[config.mk]
export PLATFORM = sky130hd
export DESIGN_NAME = sarcs_sequencer
export DESIGN_NICKNAME = d
export VERILOG_FILES = /design/src/include/sarcs_pkg.sv /design/src/rtl/sarcs_sequencer.sv
export SDC_FILE = /design/constraint.sdc
export NUM_CORES = 1
export LEC_CHECK = 0
export ABC_AREA = 0
export BUFFER_PORTS_ARGS = -buffer_cell sky130_fd_sc_hd__buf_2
export CAP_MARGIN = 0
export CORE_MARGIN = 3
export CORE_UTILIZATION = 35
export DETAILED_ROUTE_END_ITERATION = 8
export PLACE_DENSITY = 0.63
export SYNTH_ARGS = -nofsm -noshare
export SYNTH_HDL_FRONTEND = slang
export SYNTH_SLANG_ARGS = --single-unit
[constraint.sdc]
create_clock -name sys_clk_i -period 6.9 [get_ports sys_clk_i]
set_clock_uncertainty 0.1 [all_clocks]
set_input_delay 0.345 -clock sys_clk_i [delete_from_list [all_inputs] [get_ports sys_clk_i]]
set_output_delay 0.345 -clock sys_clk_i [all_outputs]
set_load 0.02 [all_outputs]
[src/include/sarcs_pkg.sv]
// sarcs_pkg: constants and carrier types of the conversion sequencer
// assumes nothing beyond a SystemVerilog compiler
`default_nettype none
package sarcs_pkg;
	// ------------------------------------------------------------
	// widths and codes
	// ------------------------------------------------------------
	localparam int unsigned RES_BITS = 18;
	localparam logic [17:0] CODE_MID = 18'h00000;
	localparam logic [17:0] CODE_POS_FS = 18'h1FFFF;
	localparam logic [17:0] CODE_NEG_FS = 18'h20000;
	localparam logic [17:0] CODE_RESET = 18'h00000;
	localparam logic [4:0] MSB_INDEX = 5'h11;
	localparam logic [4:0] BIT_FIELD_POS = 5'h00;
	// ------------------------------------------------------------
	// timing
	// ------------------------------------------------------------
	localparam int unsigned CLK_MHZ = 125;
	// shortest conversion period at 1 msps, in ns
	localparam int unsigned CONV_PERIOD_NS = 1000;
	localparam int unsigned CONV_PERIOD_CYC = (CONV_PERIOD_NS * CLK_MHZ) / 1000;
	// internal oscillator: one bit trial every TRIAL_CYC system cycles
	localparam int unsigned TRIAL_CYC = 4;
	localparam logic [2:0] TRIAL_LAST = 3'(TRIAL_CYC - 1);
	// settle cycles after opening the sampling switches
	localparam logic [2:0] SETTLE_LAST = 3'h1;
	localparam int unsigned SHIFT_BITS = 18;
	// ------------------------------------------------------------
	// types
	// ------------------------------------------------------------
	typedef enum logic [4:0] {
		SARCS_ACQ = 5'h01,
		SARCS_OPEN = 5'h02,
		SARCS_HOLD = 5'h04,
		SARCS_TRIAL = 5'h08,
		SARCS_DONE = 5'h10
	} sarcs_state_t;
	typedef struct packed {
		logic over_range;
		logic under_range;
		logic [17:0] code;
	} sarcs_result_t;
endpackage
`default_nettype wire

[src/rtl/sarcs_sequencer.sv]
// sarcs_sequencer: control logic of an 18-bit charge-redistribution
// converter, from convert edge to serial result
// assumes comparator, range flags and serial inputs synchronous to sys_clk_i
`default_nettype none
`timescale 1ns/100ps
module sarcs_sequencer (
	input wire logic sys_clk_i,
	input wire logic reset_i,
	input wire logic convert_strobe_i,
	input wire logic comparator_i,
	input wire logic over_range_i,
	input wire logic under_range_i,
	input wire logic shift_clk_i,
	input wire logic read_enable_n_i,
	output logic sample_switch_pos_o,
	output logic sample_switch_neg_o,
	output logic array_to_ground_o,
	output logic [17:0] dac_ref_o,
	output logic convert_power_o,
	output logic busy_o,
	output logic result_valid_o,
	output logic [17:0] result_o,
	output logic serial_data_out_o,
	output logic serial_data_oe_n_o
);
	// ------------------------------------------------------------
	// functions
	// ------------------------------------------------------------
	function automatic logic [17:0] bit_mask(input logic [4:0] idx);
		bit_mask = 18'h00001 << idx;
	endfunction

	// ------------------------------------------------------------
	// edge detection and state
	// ------------------------------------------------------------
	sarcs_pkg::sarcs_state_t state_q, state_d;
	logic cnv_prev_q;
	logic shift_prev_q;
	logic [2:0] tick_q, tick_d;
	logic [4:0] bit_q, bit_d;
	logic [17:0] trial_q, trial_d;
	logic over_q, over_d;
	logic under_q, under_d;
	logic busy_q, busy_d;

	wire cnv_rise = convert_strobe_i & ~cnv_prev_q;
	wire shift_rise = shift_clk_i & ~shift_prev_q;
	wire in_acq = (state_q == sarcs_pkg::SARCS_ACQ);
	// edges outside acquisition are simply dropped
	wire start = cnv_rise & in_acq;
	wire tick_end = (tick_q == sarcs_pkg::TRIAL_LAST);
	wire last_bit = (bit_q == sarcs_pkg::BIT_FIELD_POS);
	wire settle_end = (tick_q == sarcs_pkg::SETTLE_LAST);
	wire in_hold = (state_q == sarcs_pkg::SARCS_HOLD);
	wire in_trial = (state_q == sarcs_pkg::SARCS_TRIAL);
	wire in_done = (state_q == sarcs_pkg::SARCS_DONE);
	wire [4:0] next_bit = bit_q - 5'h01;

	// ------------------------------------------------------------
	// result formatting
	// ------------------------------------------------------------
	// the array works on offset binary; flipping the msb gives two's
	// complement with midscale at zero
	wire [17:0] final_bits = comparator_i ? trial_q : (trial_q & ~bit_mask(bit_q));
	// in the done state the trial word already holds the finished code, so
	// the pushed word does not depend on a comparator that is idle by then
	wire [17:0] twos_code = {~trial_q[17], trial_q[16:0]};
	wire [17:0] sat_code = over_q ? sarcs_pkg::CODE_POS_FS :
		(under_q ? sarcs_pkg::CODE_NEG_FS : twos_code);
	sarcs_pkg::sarcs_result_t done_word;
	assign done_word = {over_q, under_q, sat_code};

	// ------------------------------------------------------------
	// sequencer next state
	// ------------------------------------------------------------
	always_comb begin
		state_d = state_q;
		tick_d = tick_q;
		bit_d = bit_q;
		trial_d = trial_q;
		over_d = over_q;
		under_d = under_q;
		busy_d = busy_q;
		case (state_q)
			sarcs_pkg::SARCS_ACQ: begin
				if (start) begin
					state_d = sarcs_pkg::SARCS_OPEN;
					tick_d = 3'h0;
					busy_d = 1'b1;
					// msb trial word is ready before the arrays are grounded,
					// so no stale code from the last conversion reaches them
					bit_d = sarcs_pkg::MSB_INDEX;
					trial_d = bit_mask(sarcs_pkg::MSB_INDEX);
				end
			end
			sarcs_pkg::SARCS_OPEN: begin
				// switches open before the arrays leave the inputs
				tick_d = tick_q + 3'h1;
				if (settle_end) begin
					state_d = sarcs_pkg::SARCS_HOLD;
					tick_d = 3'h0;
				end
			end
			sarcs_pkg::SARCS_HOLD: begin
				// range flags caught with this sample only
				over_d = over_range_i;
				under_d = under_range_i;
				state_d = sarcs_pkg::SARCS_TRIAL;
			end
			sarcs_pkg::SARCS_TRIAL: begin
				tick_d = tick_q + 3'h1;
				if (tick_end) begin
					tick_d = 3'h0;
					if (last_bit) begin
						trial_d = final_bits;
						state_d = sarcs_pkg::SARCS_DONE;
					end else begin
						// keep or drop this bit, then try the next lower one
						trial_d = final_bits | bit_mask(next_bit);
						bit_d = next_bit;
					end
				end
			end
			sarcs_pkg::SARCS_DONE: begin
				state_d = sarcs_pkg::SARCS_ACQ;
				busy_d = 1'b0;
			end
			default: begin
				state_d = sarcs_pkg::SARCS_ACQ;
				busy_d = 1'b0;
			end
		endcase
	end

	// ------------------------------------------------------------
	// state registers
	// ------------------------------------------------------------
	// one short process per group keeps each reset value next to its use
	always_ff @(posedge sys_clk_i) begin
		if (reset_i) begin
			cnv_prev_q <= 1'b0;
			shift_prev_q <= 1'b0;
		end else begin
			cnv_prev_q <= convert_strobe_i;
			shift_prev_q <= shift_clk_i;
		end
	end

	always_ff @(posedge sys_clk_i) begin
		if (reset_i) begin
			state_q <= sarcs_pkg::SARCS_ACQ;
		end else begin
			state_q <= state_d;
		end
	end

	always_ff @(posedge sys_clk_i) begin
		if (reset_i) begin
			tick_q <= 3'h0;
		end else begin
			tick_q <= tick_d;
		end
	end

	always_ff @(posedge sys_clk_i) begin
		if (reset_i) begin
			bit_q <= 5'h00;
			trial_q <= sarcs_pkg::CODE_RESET;
		end else begin
			bit_q <= bit_d;
			trial_q <= trial_d;
		end
	end

	always_ff @(posedge sys_clk_i) begin
		if (reset_i) begin
			over_q <= 1'b0;
			under_q <= 1'b0;
		end else begin
			over_q <= over_d;
			under_q <= under_d;
		end
	end

	always_ff @(posedge sys_clk_i) begin
		if (reset_i) begin
			busy_q <= 1'b0;
		end else begin
			busy_q <= busy_d;
		end
	end

	// ------------------------------------------------------------
	// analog switch drive
	// ------------------------------------------------------------
	assign sample_switch_pos_o = in_acq;
	assign sample_switch_neg_o = in_acq;
	wire arrays_grounded = in_hold | in_trial;
	assign array_to_ground_o = arrays_grounded;
	assign dac_ref_o = arrays_grounded ? trial_q : 18'h00000;
	// comparator and dac bias only while converting
	assign convert_power_o = ~in_acq;
	assign busy_o = busy_q;

	// ------------------------------------------------------------
	// two-entry result buffer
	// ------------------------------------------------------------
	// a fresh result while both entries wait is dropped; at 1 msps the
	// reader has one period per word, so that only hits a stalled reader
	sarcs_pkg::sarcs_result_t buf_q [0:1];
	logic wr_ptr_q, rd_ptr_q;
	logic [1:0] count_q;
	wire push_valid = in_done;
	wire push_ready = (count_q != 2'h2);
	wire pop_valid = (count_q != 2'h0);
	logic pop_ready;
	wire push = push_valid & push_ready;
	wire pop = pop_valid & pop_ready;

	wire [1:0] count_d = count_q + {1'b0, push} - {1'b0, pop};
	sarcs_pkg::sarcs_result_t head_word;
	assign head_word = buf_q[rd_ptr_q];

	// storage needs no reset: an entry is only read after it was pushed
	always_ff @(posedge sys_clk_i) begin
		if (push) begin
			buf_q[wr_ptr_q] <= done_word;
		end
	end

	always_ff @(posedge sys_clk_i) begin
		if (reset_i) begin
			wr_ptr_q <= 1'b0;
			rd_ptr_q <= 1'b0;
			count_q <= 2'h0;
		end else begin
			wr_ptr_q <= wr_ptr_q ^ push;
			rd_ptr_q <= rd_ptr_q ^ pop;
			count_q <= count_d;
		end
	end

	// ------------------------------------------------------------
	// serial shifter
	// ------------------------------------------------------------
	logic [17:0] shift_q;
	logic [4:0] left_q;
	logic sdo_q;
	logic res_valid_q;
	logic [17:0] result_q;
	wire shifter_idle = (left_q == 5'h00);
	assign pop_ready = shifter_idle & ~read_enable_n_i;

	always_ff @(posedge sys_clk_i) begin
		if (reset_i) begin
			res_valid_q <= 1'b0;
			result_q <= sarcs_pkg::CODE_RESET;
		end else begin
			res_valid_q <= pop;
			if (pop) begin
				result_q <= head_word.code;
			end
		end
	end

	// ------------------------------------------------------------
	// shift register
	// ------------------------------------------------------------
	// a shift edge while the select is high is lost, not deferred
	wire shift_step = shift_rise & ~shifter_idle & ~read_enable_n_i;
	always_ff @(posedge sys_clk_i) begin
		if (reset_i) begin
			shift_q <= 18'h00000;
			left_q <= 5'h00;
			sdo_q <= 1'b0;
		end else if (pop) begin
			// msb goes out at once, the rest on shift clock edges
			shift_q <= {head_word.code[16:0], 1'b0};
			sdo_q <= head_word.code[17];
			left_q <= 5'(sarcs_pkg::SHIFT_BITS);
		end else if (shift_step) begin
			sdo_q <= shift_q[17];
			shift_q <= {shift_q[16:0], 1'b0};
			left_q <= left_q - 5'h01;
		end
	end

	assign serial_data_out_o = sdo_q;
	assign serial_data_oe_n_o = read_enable_n_i;
	assign result_valid_o = res_valid_q;
	assign result_o = result_q;
endmodule // sarcs_sequencer
`default_nettype wire

## Yosys cells after proc, flatten, opt, wreduce, memory -nomap -nowiden

Memory sizes are Yosys's and may differ from the RTL's. A register that Yosys moved wholly into a read port is not among the register bits.
Index checks and enable logic that the tools add are counted.

| storage, ports and cells | value |
|---|---|
| flip-flop bits (word level) | 82 |
| memories kept | 1 |
| memory bits (writable) | 40 |
| logic and storage cells | 105 |
| output and inout bits | 44 |

Memory list:

| name | words | width | rd ports | clocked after memory_dff | write ports | RTL line | source |
|---|---|---|---|---|---|---|---|
| buf_q | 2 | 20 | 1 | 1 | 1 | sarcs_sequencer.sv:210 | `sarcs_pkg::sarcs_result_t buf_q [0:1];` |

| operators by class | value |
|---|---|
| $add $sub $neg | 5 |
| reduce and logical (&&, ||, !) cells | 13 |
| equal/unequal tests | 13 |
| muxes and demuxes | 32 |
| shift operators | 2 |
| bitwise logic cells | 21 |

Operator list:

| cell | count |
|---|---|
| 18-bit two-way mux | 9 |
| 5-bit two-way mux | 9 |
| 18-bit one-hot mux with 2 select lines | 1 |
| 1-bit by 5-bit left shift with 18-bit output (first input constant) | 2 |
| 5-bit one-hot mux with 4 select lines | 1 |
| 18-bit AND | 1 |
| 18-bit NOT | 1 |
| 18-bit bitwise OR | 1 |
| 5-bit zero test | 2 |
| 2-bit != test (second input constant) | 5 |
| 5-bit one-hot mux with 2 select lines | 1 |
| 5-bit by 1-bit subtractor with 5-bit output (second input constant) | 2 |
| 3-bit two-way mux | 3 |
| 3-bit one-hot mux with 3 select lines | 1 |
| 1-bit AND | 8 |
| 4-bit AND reduction | 2 |
| 1-bit NOT | 7 |
| 1-bit two-way mux | 6 |
| 2-bit nonzero test | 3 |
| 5-bit by 1-bit == test with 1-bit output (second input constant) | 1 |
| 5-bit by 2-bit == test with 1-bit output (second input constant) | 1 |
| 5-bit by 3-bit == test with 1-bit output (second input constant) | 1 |
| 5-bit by 4-bit == test with 1-bit output (second input constant) | 1 |
| 5-bit == test (second input constant) | 1 |
| 14 further kinds | 16 |

## Depth between registers and ports, before layout

Gate-level depths: netlist of the first run.

| depth | value |
|---|---|
| depth after elaboration | 8 |
| depth in mapped cells | 11 |
| depth with buffers taken out | 9 |

## Worst setup path before layout of the first run

OpenSTA, ideal clock, no wires.

| timing | value |
|---|---|
| kind | reg2reg |
| start | reg left_q[0] |
| end | reg count_q[1] |
| setup slack | 4.533 ns |
| setup time | 0.128 ns |
| buffers on the path | 2 |
| arrival time | 2.139 ns |
| data required time | 6.672 ns |
| stages on the path, launching flop included | 12 |
| period minus slack after synthesis | 2.367 ns |
| cell sequence | dfxtp_1 inv_1 ha_1 or4b_1 buf_4 or2_4 buf_6 xnor2_1 ha_1 xor2_1 xnor2_1 nor2_1 |

| on the way | value |
|---|---|
| longest elaborated chain between the ends | 4 |

RTL lines:

| element | RTL line | source |
|---|---|---|
| from (decl) | sarcs_sequencer.sv:247 | `logic [4:0] left_q;` |
| from (signal assigned) | sarcs_sequencer.sv:280 | `left_q <= 5'(sarcs_pkg::SHIFT_BITS);` |
| from (signal assigned) | sarcs_sequencer.sv:284 | `left_q <= left_q - 5'h01;` |
| 5-bit zero test | sarcs_sequencer.sv:251 | `wire shifter_idle = (left_q == 5'h00);` |
| 1-bit AND | sarcs_sequencer.sv:252 | `assign pop_ready = shifter_idle & ~read_enable_n_i;` |
| 1-bit AND | sarcs_sequencer.sv:218 | `wire pop = pop_valid & pop_ready;` |
| 2-bit by 1-bit subtractor with 2-bit output | sarcs_sequencer.sv:220 | `wire [1:0] count_d = count_q + {1'b0, push} - {1'b0, pop};` |
| to (signal assigned) | sarcs_sequencer.sv:239 | `count_q <= count_d;` |
| to (decl) | sarcs_sequencer.sv:212 | `logic [1:0] count_q;` |

No other way between the ends.
A chain may end at the register's enable or synchronous reset.

## Worst setup path after layout of the first run

| timing | value |
|---|---|
| start | reg state_q[4] |
| end | out dac_ref_o[14] |

| on the way | value |
|---|---|
| longest elaborated chain between the ends | 3 |
| elaborated cells on any way between the ends | 4 |
| classes of those cells | eq/ne: 2; mux: 1; bitwise: 1 |

RTL lines:

| element | RTL line | source |
|---|---|---|
| from (decl) | sarcs_sequencer.sv:36 | `sarcs_pkg::sarcs_state_t state_q, state_d;` |
| from (signal assigned) | sarcs_sequencer.sv:151 | `state_q <= sarcs_pkg::SARCS_ACQ;` |
| from (signal assigned) | sarcs_sequencer.sv:153 | `state_q <= state_d;` |
| 5-bit by 3-bit == test with 1-bit output / 5-bit by 4-bit == test with 1-bit output (equally long branches) | sarcs_sequencer.sv:54, sarcs_sequencer.sv:55 |  |
| 1-bit bitwise OR (*) | sarcs_sequencer.sv:198 | `wire arrays_grounded = in_hold \| in_trial;` |
| 18-bit two-way mux (*) | sarcs_sequencer.sv:200 | `assign dac_ref_o = arrays_grounded ? trial_q : 18'h00000;` |
| to (decl) | sarcs_sequencer.sv:18 | `output logic [17:0] dac_ref_o,` |

Every way passes the cells marked *; elsewhere a longest branch is shown, timed or not.

==> impl_metrics.ini, run 1 <==
[die]
dieArea_sq_um = 17600
die_height_um = 133
core_sq_um = 15400
initial_core_util_pct = 36.3
rows = 45
die_w_um = 133
io_pins = 52

[worst_setup_path]
crit_required_ns = 6.45
critical_path.max_fanout = 19
slowest_stage = nor2_2
worstSetupPathType = register to output port
cp_cell_sequence = or3_1, nor2_2, and2_1, buf_2
arrival_ns = 2.43
crit_path_start_kind = register
cpPeakStageDelay_ns = 0.60
endpoint_kind = output port

[placed_design]
port_buffers = 51
dp_hpwl_um = 8210
place.gp.congestion = 0.811
place_area_sq_um = 5920
place_inst = 789
place_ws_ns = 4.19

[finish]
nFillCells = 1487
area_delta_synth_final_pct = 17.3
fin_nets = 618
final_layout_size_suffix_gt1_share_pct = 17.0
ff_latch_area_sq_um = 2720
final_cell_area_sq_um = 6580
utilization_pct = 42.6
multi_input_area_sq_um = 2590
num_antenna_cells = 0
layout.cells.non_filler = 821

[routing]
vias_per_cell = 5.07
totalWireLength_um = 11700
drc = 0
route.vias.total = 4163
drtIter0Drc = 306
wire_per_inst_um = 14.3
firstDrtPassIters = 5
ant_nets = 0

[sta]
period_needed_ns = 2.88
fin_setup_tns_ns = 0
fmax_mhz = 348
setup_slack_ns = 4.02
hold_viol = 0
finalSetupViolCount = 0
rsz0062_at_grt = no
post-route-period-util_pct = 41.7
holdWs_ns = 0.0818
final_max_slew_viol_count = 0
tightest_slew_ns = 1.06
slew-limit-headroom_pct = 29.4

[global_routing]
met1_usage_pct = 18.8
use_met3_pct = 4.07
grt.busiest_layer = met2
grt_pass1_wl_um = 19700
grt_pass1_vias = 3889
use_met2_pct = 20.8
overflow = 0
grt_antenna_before_repair = 0
grt_usage_pct = 13.7
grt_max_degree = 66

[run]
max_cap_viol_count = 0

[power_and_ir_drop]
p_int_mw = 1.40
p_per_area_nw_per_um2 = 275
pwr-share-seq_pct = 41.0
power.total_mw = 1.81
switchingPower_uw = 414
combPwrFrac_pct = 7.2
switching_share_pct = 22.9
vdd_drop_max_v = 0.000159
cellLeakagePower_nw = 2.64
pwr-share-clk_pct = 51.9

[yosys]
synth_fp_nets = 588
ys_types = 67
synth_area_leaders = dfxtp_1, edfxtp_1, o2bb2ai_1, nand2_1, a21o_1
synth_edf_count = 36
ys_seq_area_share_pct = 48.6
synthCells = 567
ys_seq_elements = 118
synth_area_leader_cell = dfxtp_1
async_flop_share_pct = 0
synth_area_per_cell_sq_um = 9.89
syn_area_sq_um = 5610
yosys_most_used_dff = dfxtp_1
yosysWarningCount = 0
yosys.area.top_type_share_pct = 29.3

[cts]
htreeDepth = 4
clock_sinks = 118
clk-insertion-delay-late_ns = 0.40
cts.reportedPaths.clkPinSlew_ns = 0.06
clock_path_buffers = 2
cts_tree = yes
post_cts_buffers = 0
cts_resized = 0
cts_root_buffer = clkbuf_16
cts-buffers-inserted = 17
cts_hold_buf = 0

[run_status]
status = completed

[worst_hold_path]
hold_path_class = primary input to register
-- final timing paths --
path,startpoint,endpoint,slack (ns),cells past startpoint
worst max-delay path,state_q[4]$_SDFFE_PP0P_,dac_ref_o[14],4.02,4
worst min-delay path,shift_clk_i,shift_prev_q$_SDFF_PP0_,0.08,2
worst max register to register,left_q[1]$_SDFFE_PP0P_,left_q[1]$_SDFFE_PP0P_,4.16,7
worst min register to register,busy_o$_SDFFE_PP0P_,busy_o$_SDFFE_PP0P_,0.35,2
-- per-layer routing --
layer | wire length [um] | up-vias
met1 | 5600 | 1964
li1 | - | 2079
met5 | 0 | -
met2 | 5320 | 105
met3 | 625 | 15
met4 | 208 | 0
-- cells in the mapped netlist, drive strengths merged, types with 2 or more instances --
cell / instances
a311oi: 3
nand3: 7
o21ai: 5
nor3b: 2
o311ai: 3
or2: 4
o21bai: 3
ha: 13
nand2b: 9
a21o: 34
a2111oi: 2
and2: 18
and3: 3
edfxtp: 36
inv: 16
clkbuf: 15
xnor2: 6
a31oi: 17
o2bb2ai: 33
a211oi: 3
o31a: 2
nor4b: 3
a21oi: 17
nand4bb: 2
or3: 4
dfxtp: 82
nand2: 71
nor4bb: 2
xor2: 3
or3b: 3
nor4: 4
buf: 28
or4b: 2
nand3b: 3
mux2i: 22
nor2b: 9
nor3: 11
nor2: 54
-- state kept, by name (all words and copies together), names as in the netlist, 2 cells and up --
| name | flops |
|---|---|
| buf_q | 36 |
| result_o | 18 |
| trial_q | 18 |
| shift_q | 17 |
| bit_q | 5 |
| left_q | 5 |
| state_q | 5 |
| tick_q | 3 |
| count_q | 2 |
-- final cells by class --
| cell class | count | share of cell area (%) |
|---|---|---|
| multi-input combinational | 389 | 39.5 |
| tap | 211 | 4.01 |
| sequential | 118 | 41.4 |
| clock inverter | 10 | 1.92 |
| inverter | 17 | 0.970 |
| timing repair buffer | 54 | 4.22 |
| clock buffer | 22 | 8.03 |
-- power by group through the flow --
stage	clock (mW)	sequential, mW	combinational, mW
6_report	0.939	0.741	0.129
5_1_grt	0.991	0.743	0.143
4_1_cts	0.953	0.741	0.129
3_5_place_dp	0	0.755	0.129
3_3_place_gp	0	0.755	0.127
2_1_floorplan	0	0.751	0.106
-- cell usage in the layout (no fill, tap or decap), types with 13 or more instances in the layout --
master,count
a21o_1,34
a21oi_1,17
a31oi_1,17
and2_1,18
buf_2,51
clkbuf_16,20
dfxtp_1,82
edfxtp_1,36
ha_1,13
inv_1,16
mux2i_1,22
nand2_1,70
nor2_1,52
o2bb2ai_1,33
-- cell families after synthesis --
logic type / count (synthesis) / share of synthesized area (%)
mux: 22 / 3.93
buf+inv: 60 / 5.15
xor+xnor: 9 / 1.41
fa+ha+maj: 13 / 2.90
flops: 118 / 48.6
simple gates: 214 / 20.0
compound gates: 131 / 18.0
-- worst max-delay path, delay by kind of cell, from the launching register on --
family / cells / cell delay (ns)
buf+inv: 1 / 0.17
flops: 1 / 0.48
simple gates: 3 / 1.38
No activity file was read; power rests on OpenSTA's default activity.
==> run 2, diff against run 1 <==
==> constraint.sdc (replaced) <==
create_clock -name sys_clk_i -period 2.9 [get_ports sys_clk_i]
set_clock_uncertainty 0.1 [all_clocks]
set_input_delay 0.145 -clock sys_clk_i [delete_from_list [all_inputs] [get_ports sys_clk_i]]
set_output_delay 0.145 -clock sys_clk_i [all_outputs]
set_load 0.02 [all_outputs]
==> run 2 against run 1 <==
Sequential power is 140% higher; global-route usage increased by 0.82 points; final cell count increased by 1.3%; design area up 0.63%; first-iteration DRC count up 26%; clock power grew 120%; largest power group unchanged; worst setup slack lost 3.8 ns.
==> impl_metrics.ini, run 2 (synthesis results as in run 1) <==
[sta]
period_needed_ns = 2.70
post-route-period-util_pct = 93.2
tightest_slew_ns = 0.754
slew-limit-headroom_pct = 49.7
fin_setup_tns_ns = 0
rsz0062_at_grt = no
final_max_slew_viol_count = 0
finalSetupViolCount = 0
hold_viol = 0
fmax_mhz = 370

[power_and_ir_drop]
p_per_area_nw_per_um2 = 629
switching_share_pct = 24.1
vdd_drop_max_v = 0.000418
p_int_mw = 3.16
switchingPower_mw = 1.01
pwr-share-seq_pct = 42.3
pwr-share-clk_pct = 50.0
cellLeakagePower_nw = 2.67
combPwrFrac_pct = 7.6

[finish]
mostFrequentLayoutCell = dfxtp_1
layout.cells.non_filler = 832
num_antenna_cells = 0
fin_nets = 629
regMostFlops = buf_q
final_cell_area_sq_um = 6620
area_delta_synth_final_pct = 18.1
final_cell_mix = dfxtp_1, nand2_1, nor2_1
largest_register_ffs = 36
nFillCells = 1528
final_layout_size_suffix_gt1_share_pct = 17.9

[global_routing]
grt_pass1_vias = 4194
grt_pass1_wl_um = 20800
grt_usage_pct = 14.5
overflow = 0
grt_max_degree = 65
grt_antenna_before_repair = 0

[run_status]
status = completed

[routing]
totalWireLength_um = 12100
route.vias.total = 4282
drtIter0Drc = 387
ant_nets = 0
drc = 0
firstDrtPassIters = 5
vias_per_cell = 5.15
wire_per_inst_um = 14.6

[worst_setup_path]
endpoint_kind = output port
worstSetupPathType = register to output port
crit_path_start_kind = register
critical_path.max_fanout = 19
arrival_ns = 2.46
crit_required_ns = 2.65

[cts]
htreeDepth = 4
clk-insertion-delay-late_ns = 0.42
post_cts_buffers = 0
cts-buffers-inserted = 17
clock_path_buffers = 2
cts_tree = yes
cts_root_buffer = clkbuf_16
cts.reportedPaths.clkPinSlew_ns = 0.06
clock_sinks = 118

[die]
io_pins = 52
die_height_um = 133
dieArea_sq_um = 17600
initial_core_util_pct = 36.3
die_w_um = 133
rows = 45
core_sq_um = 15400

[placed_design]
dp_hpwl_um = 8440
port_buffers = 51
place.gp.congestion = 0.782
place_area_sq_um = 5980
place_inst = 796

[worst_hold_path]
hold_path_class = primary input to register

[run]
max_cap_viol_count = 0
==> run 2: worst paths after layout <==
path,start,end,slack [ns],cells past startpoint
setup reg to reg,left_q[0]$_SDFFE_PP0P_,count_q[1]$_SDFF_PP0_,0.41,9
hold reg to reg,busy_o$_SDFFE_PP0P_,busy_o$_SDFFE_PP0P_,0.35,2
setup / recovery,state_q[0]$_SDFFE_PP1P_,dac_ref_o[11],0.20,4
hold / removal,read_enable_n_i,left_q[3]$_SDFFE_PP0P_,0.08,5
==> run 2: area by class of cell <==
type / instances / area [sq um] / share of cell area [%]
Sequential cell: 118 / 2720 / 41.1
Clock inverter: 12 / 114 / 1.72
Timing Repair Buffer: 65 / 370 / 5.60
Tap cell: 211 / 264 / 3.99
Multi-Input combinational cell: 389 / 2590 / 39.2
Inverter: 17 / 63.8 / 0.964
Clock buffer: 20 / 489 / 7.39
==> run 2: power groups by stage <==
stage | clock (mW) | sequential (mW) | combinational (mW)
6_report | 2.08 | 1.76 | 0.318
5_1_grt | 2.20 | 1.77 | 0.356
4_1_cts | 2.12 | 1.76 | 0.319
3_5_place_dp | 0 | 1.80 | 0.313
3_3_place_gp | 0 | 1.79 | 0.305
2_1_floorplan | 0 | 1.79 | 0.253
==> run 2: per-stage QoR <==
| stage | total power [mW] | setup WS [ns] | utilization (%) | hold slack (ns) |
|---|---|---|---|---|
| floorplan | 2.04 | 0.533 | - | 0.173 |
| global placement | 2.10 | 0.609 | 38.7 | 0.277 |
| detailed placement | 2.11 | 0.424 | 38.7 | 0.281 |
| CTS | 4.20 | 0.185 | 42.9 | 0.0776 |
| global route | 4.32 | 0.0246 | 42.9 | 0.137 |
| finish | 4.16 | 0.197 | 42.9 | 0.0809 |
==> run 2: worst max-delay path, cell delays in order (launching register included) <==
cell	delay (ns)
dfxtp_1	0.44
or3_1	0.59
nor2_2	0.62
and2_1	0.22
buf_2	0.16
==> run 2: what timing repair did <==
action	CTS	global route
hold endpoints to repair	4	0
hold buffers	4	0
gates resized for setup	0	0
==> run 2: layer usage <==
metal / part of all wire (%) / up-vias / routed length (um) / track usage [%]
met5: 0 / - / 0 / 0
met4: 1.9 / 0 / 231 / 6.35
met3: 4.9 / 14 / 600 / 3.92
met2: 47 / 104 / 5650 / 22.5
met1: 47 / 2049 / 5660 / 19.2
li1: - / 2115 / - / -
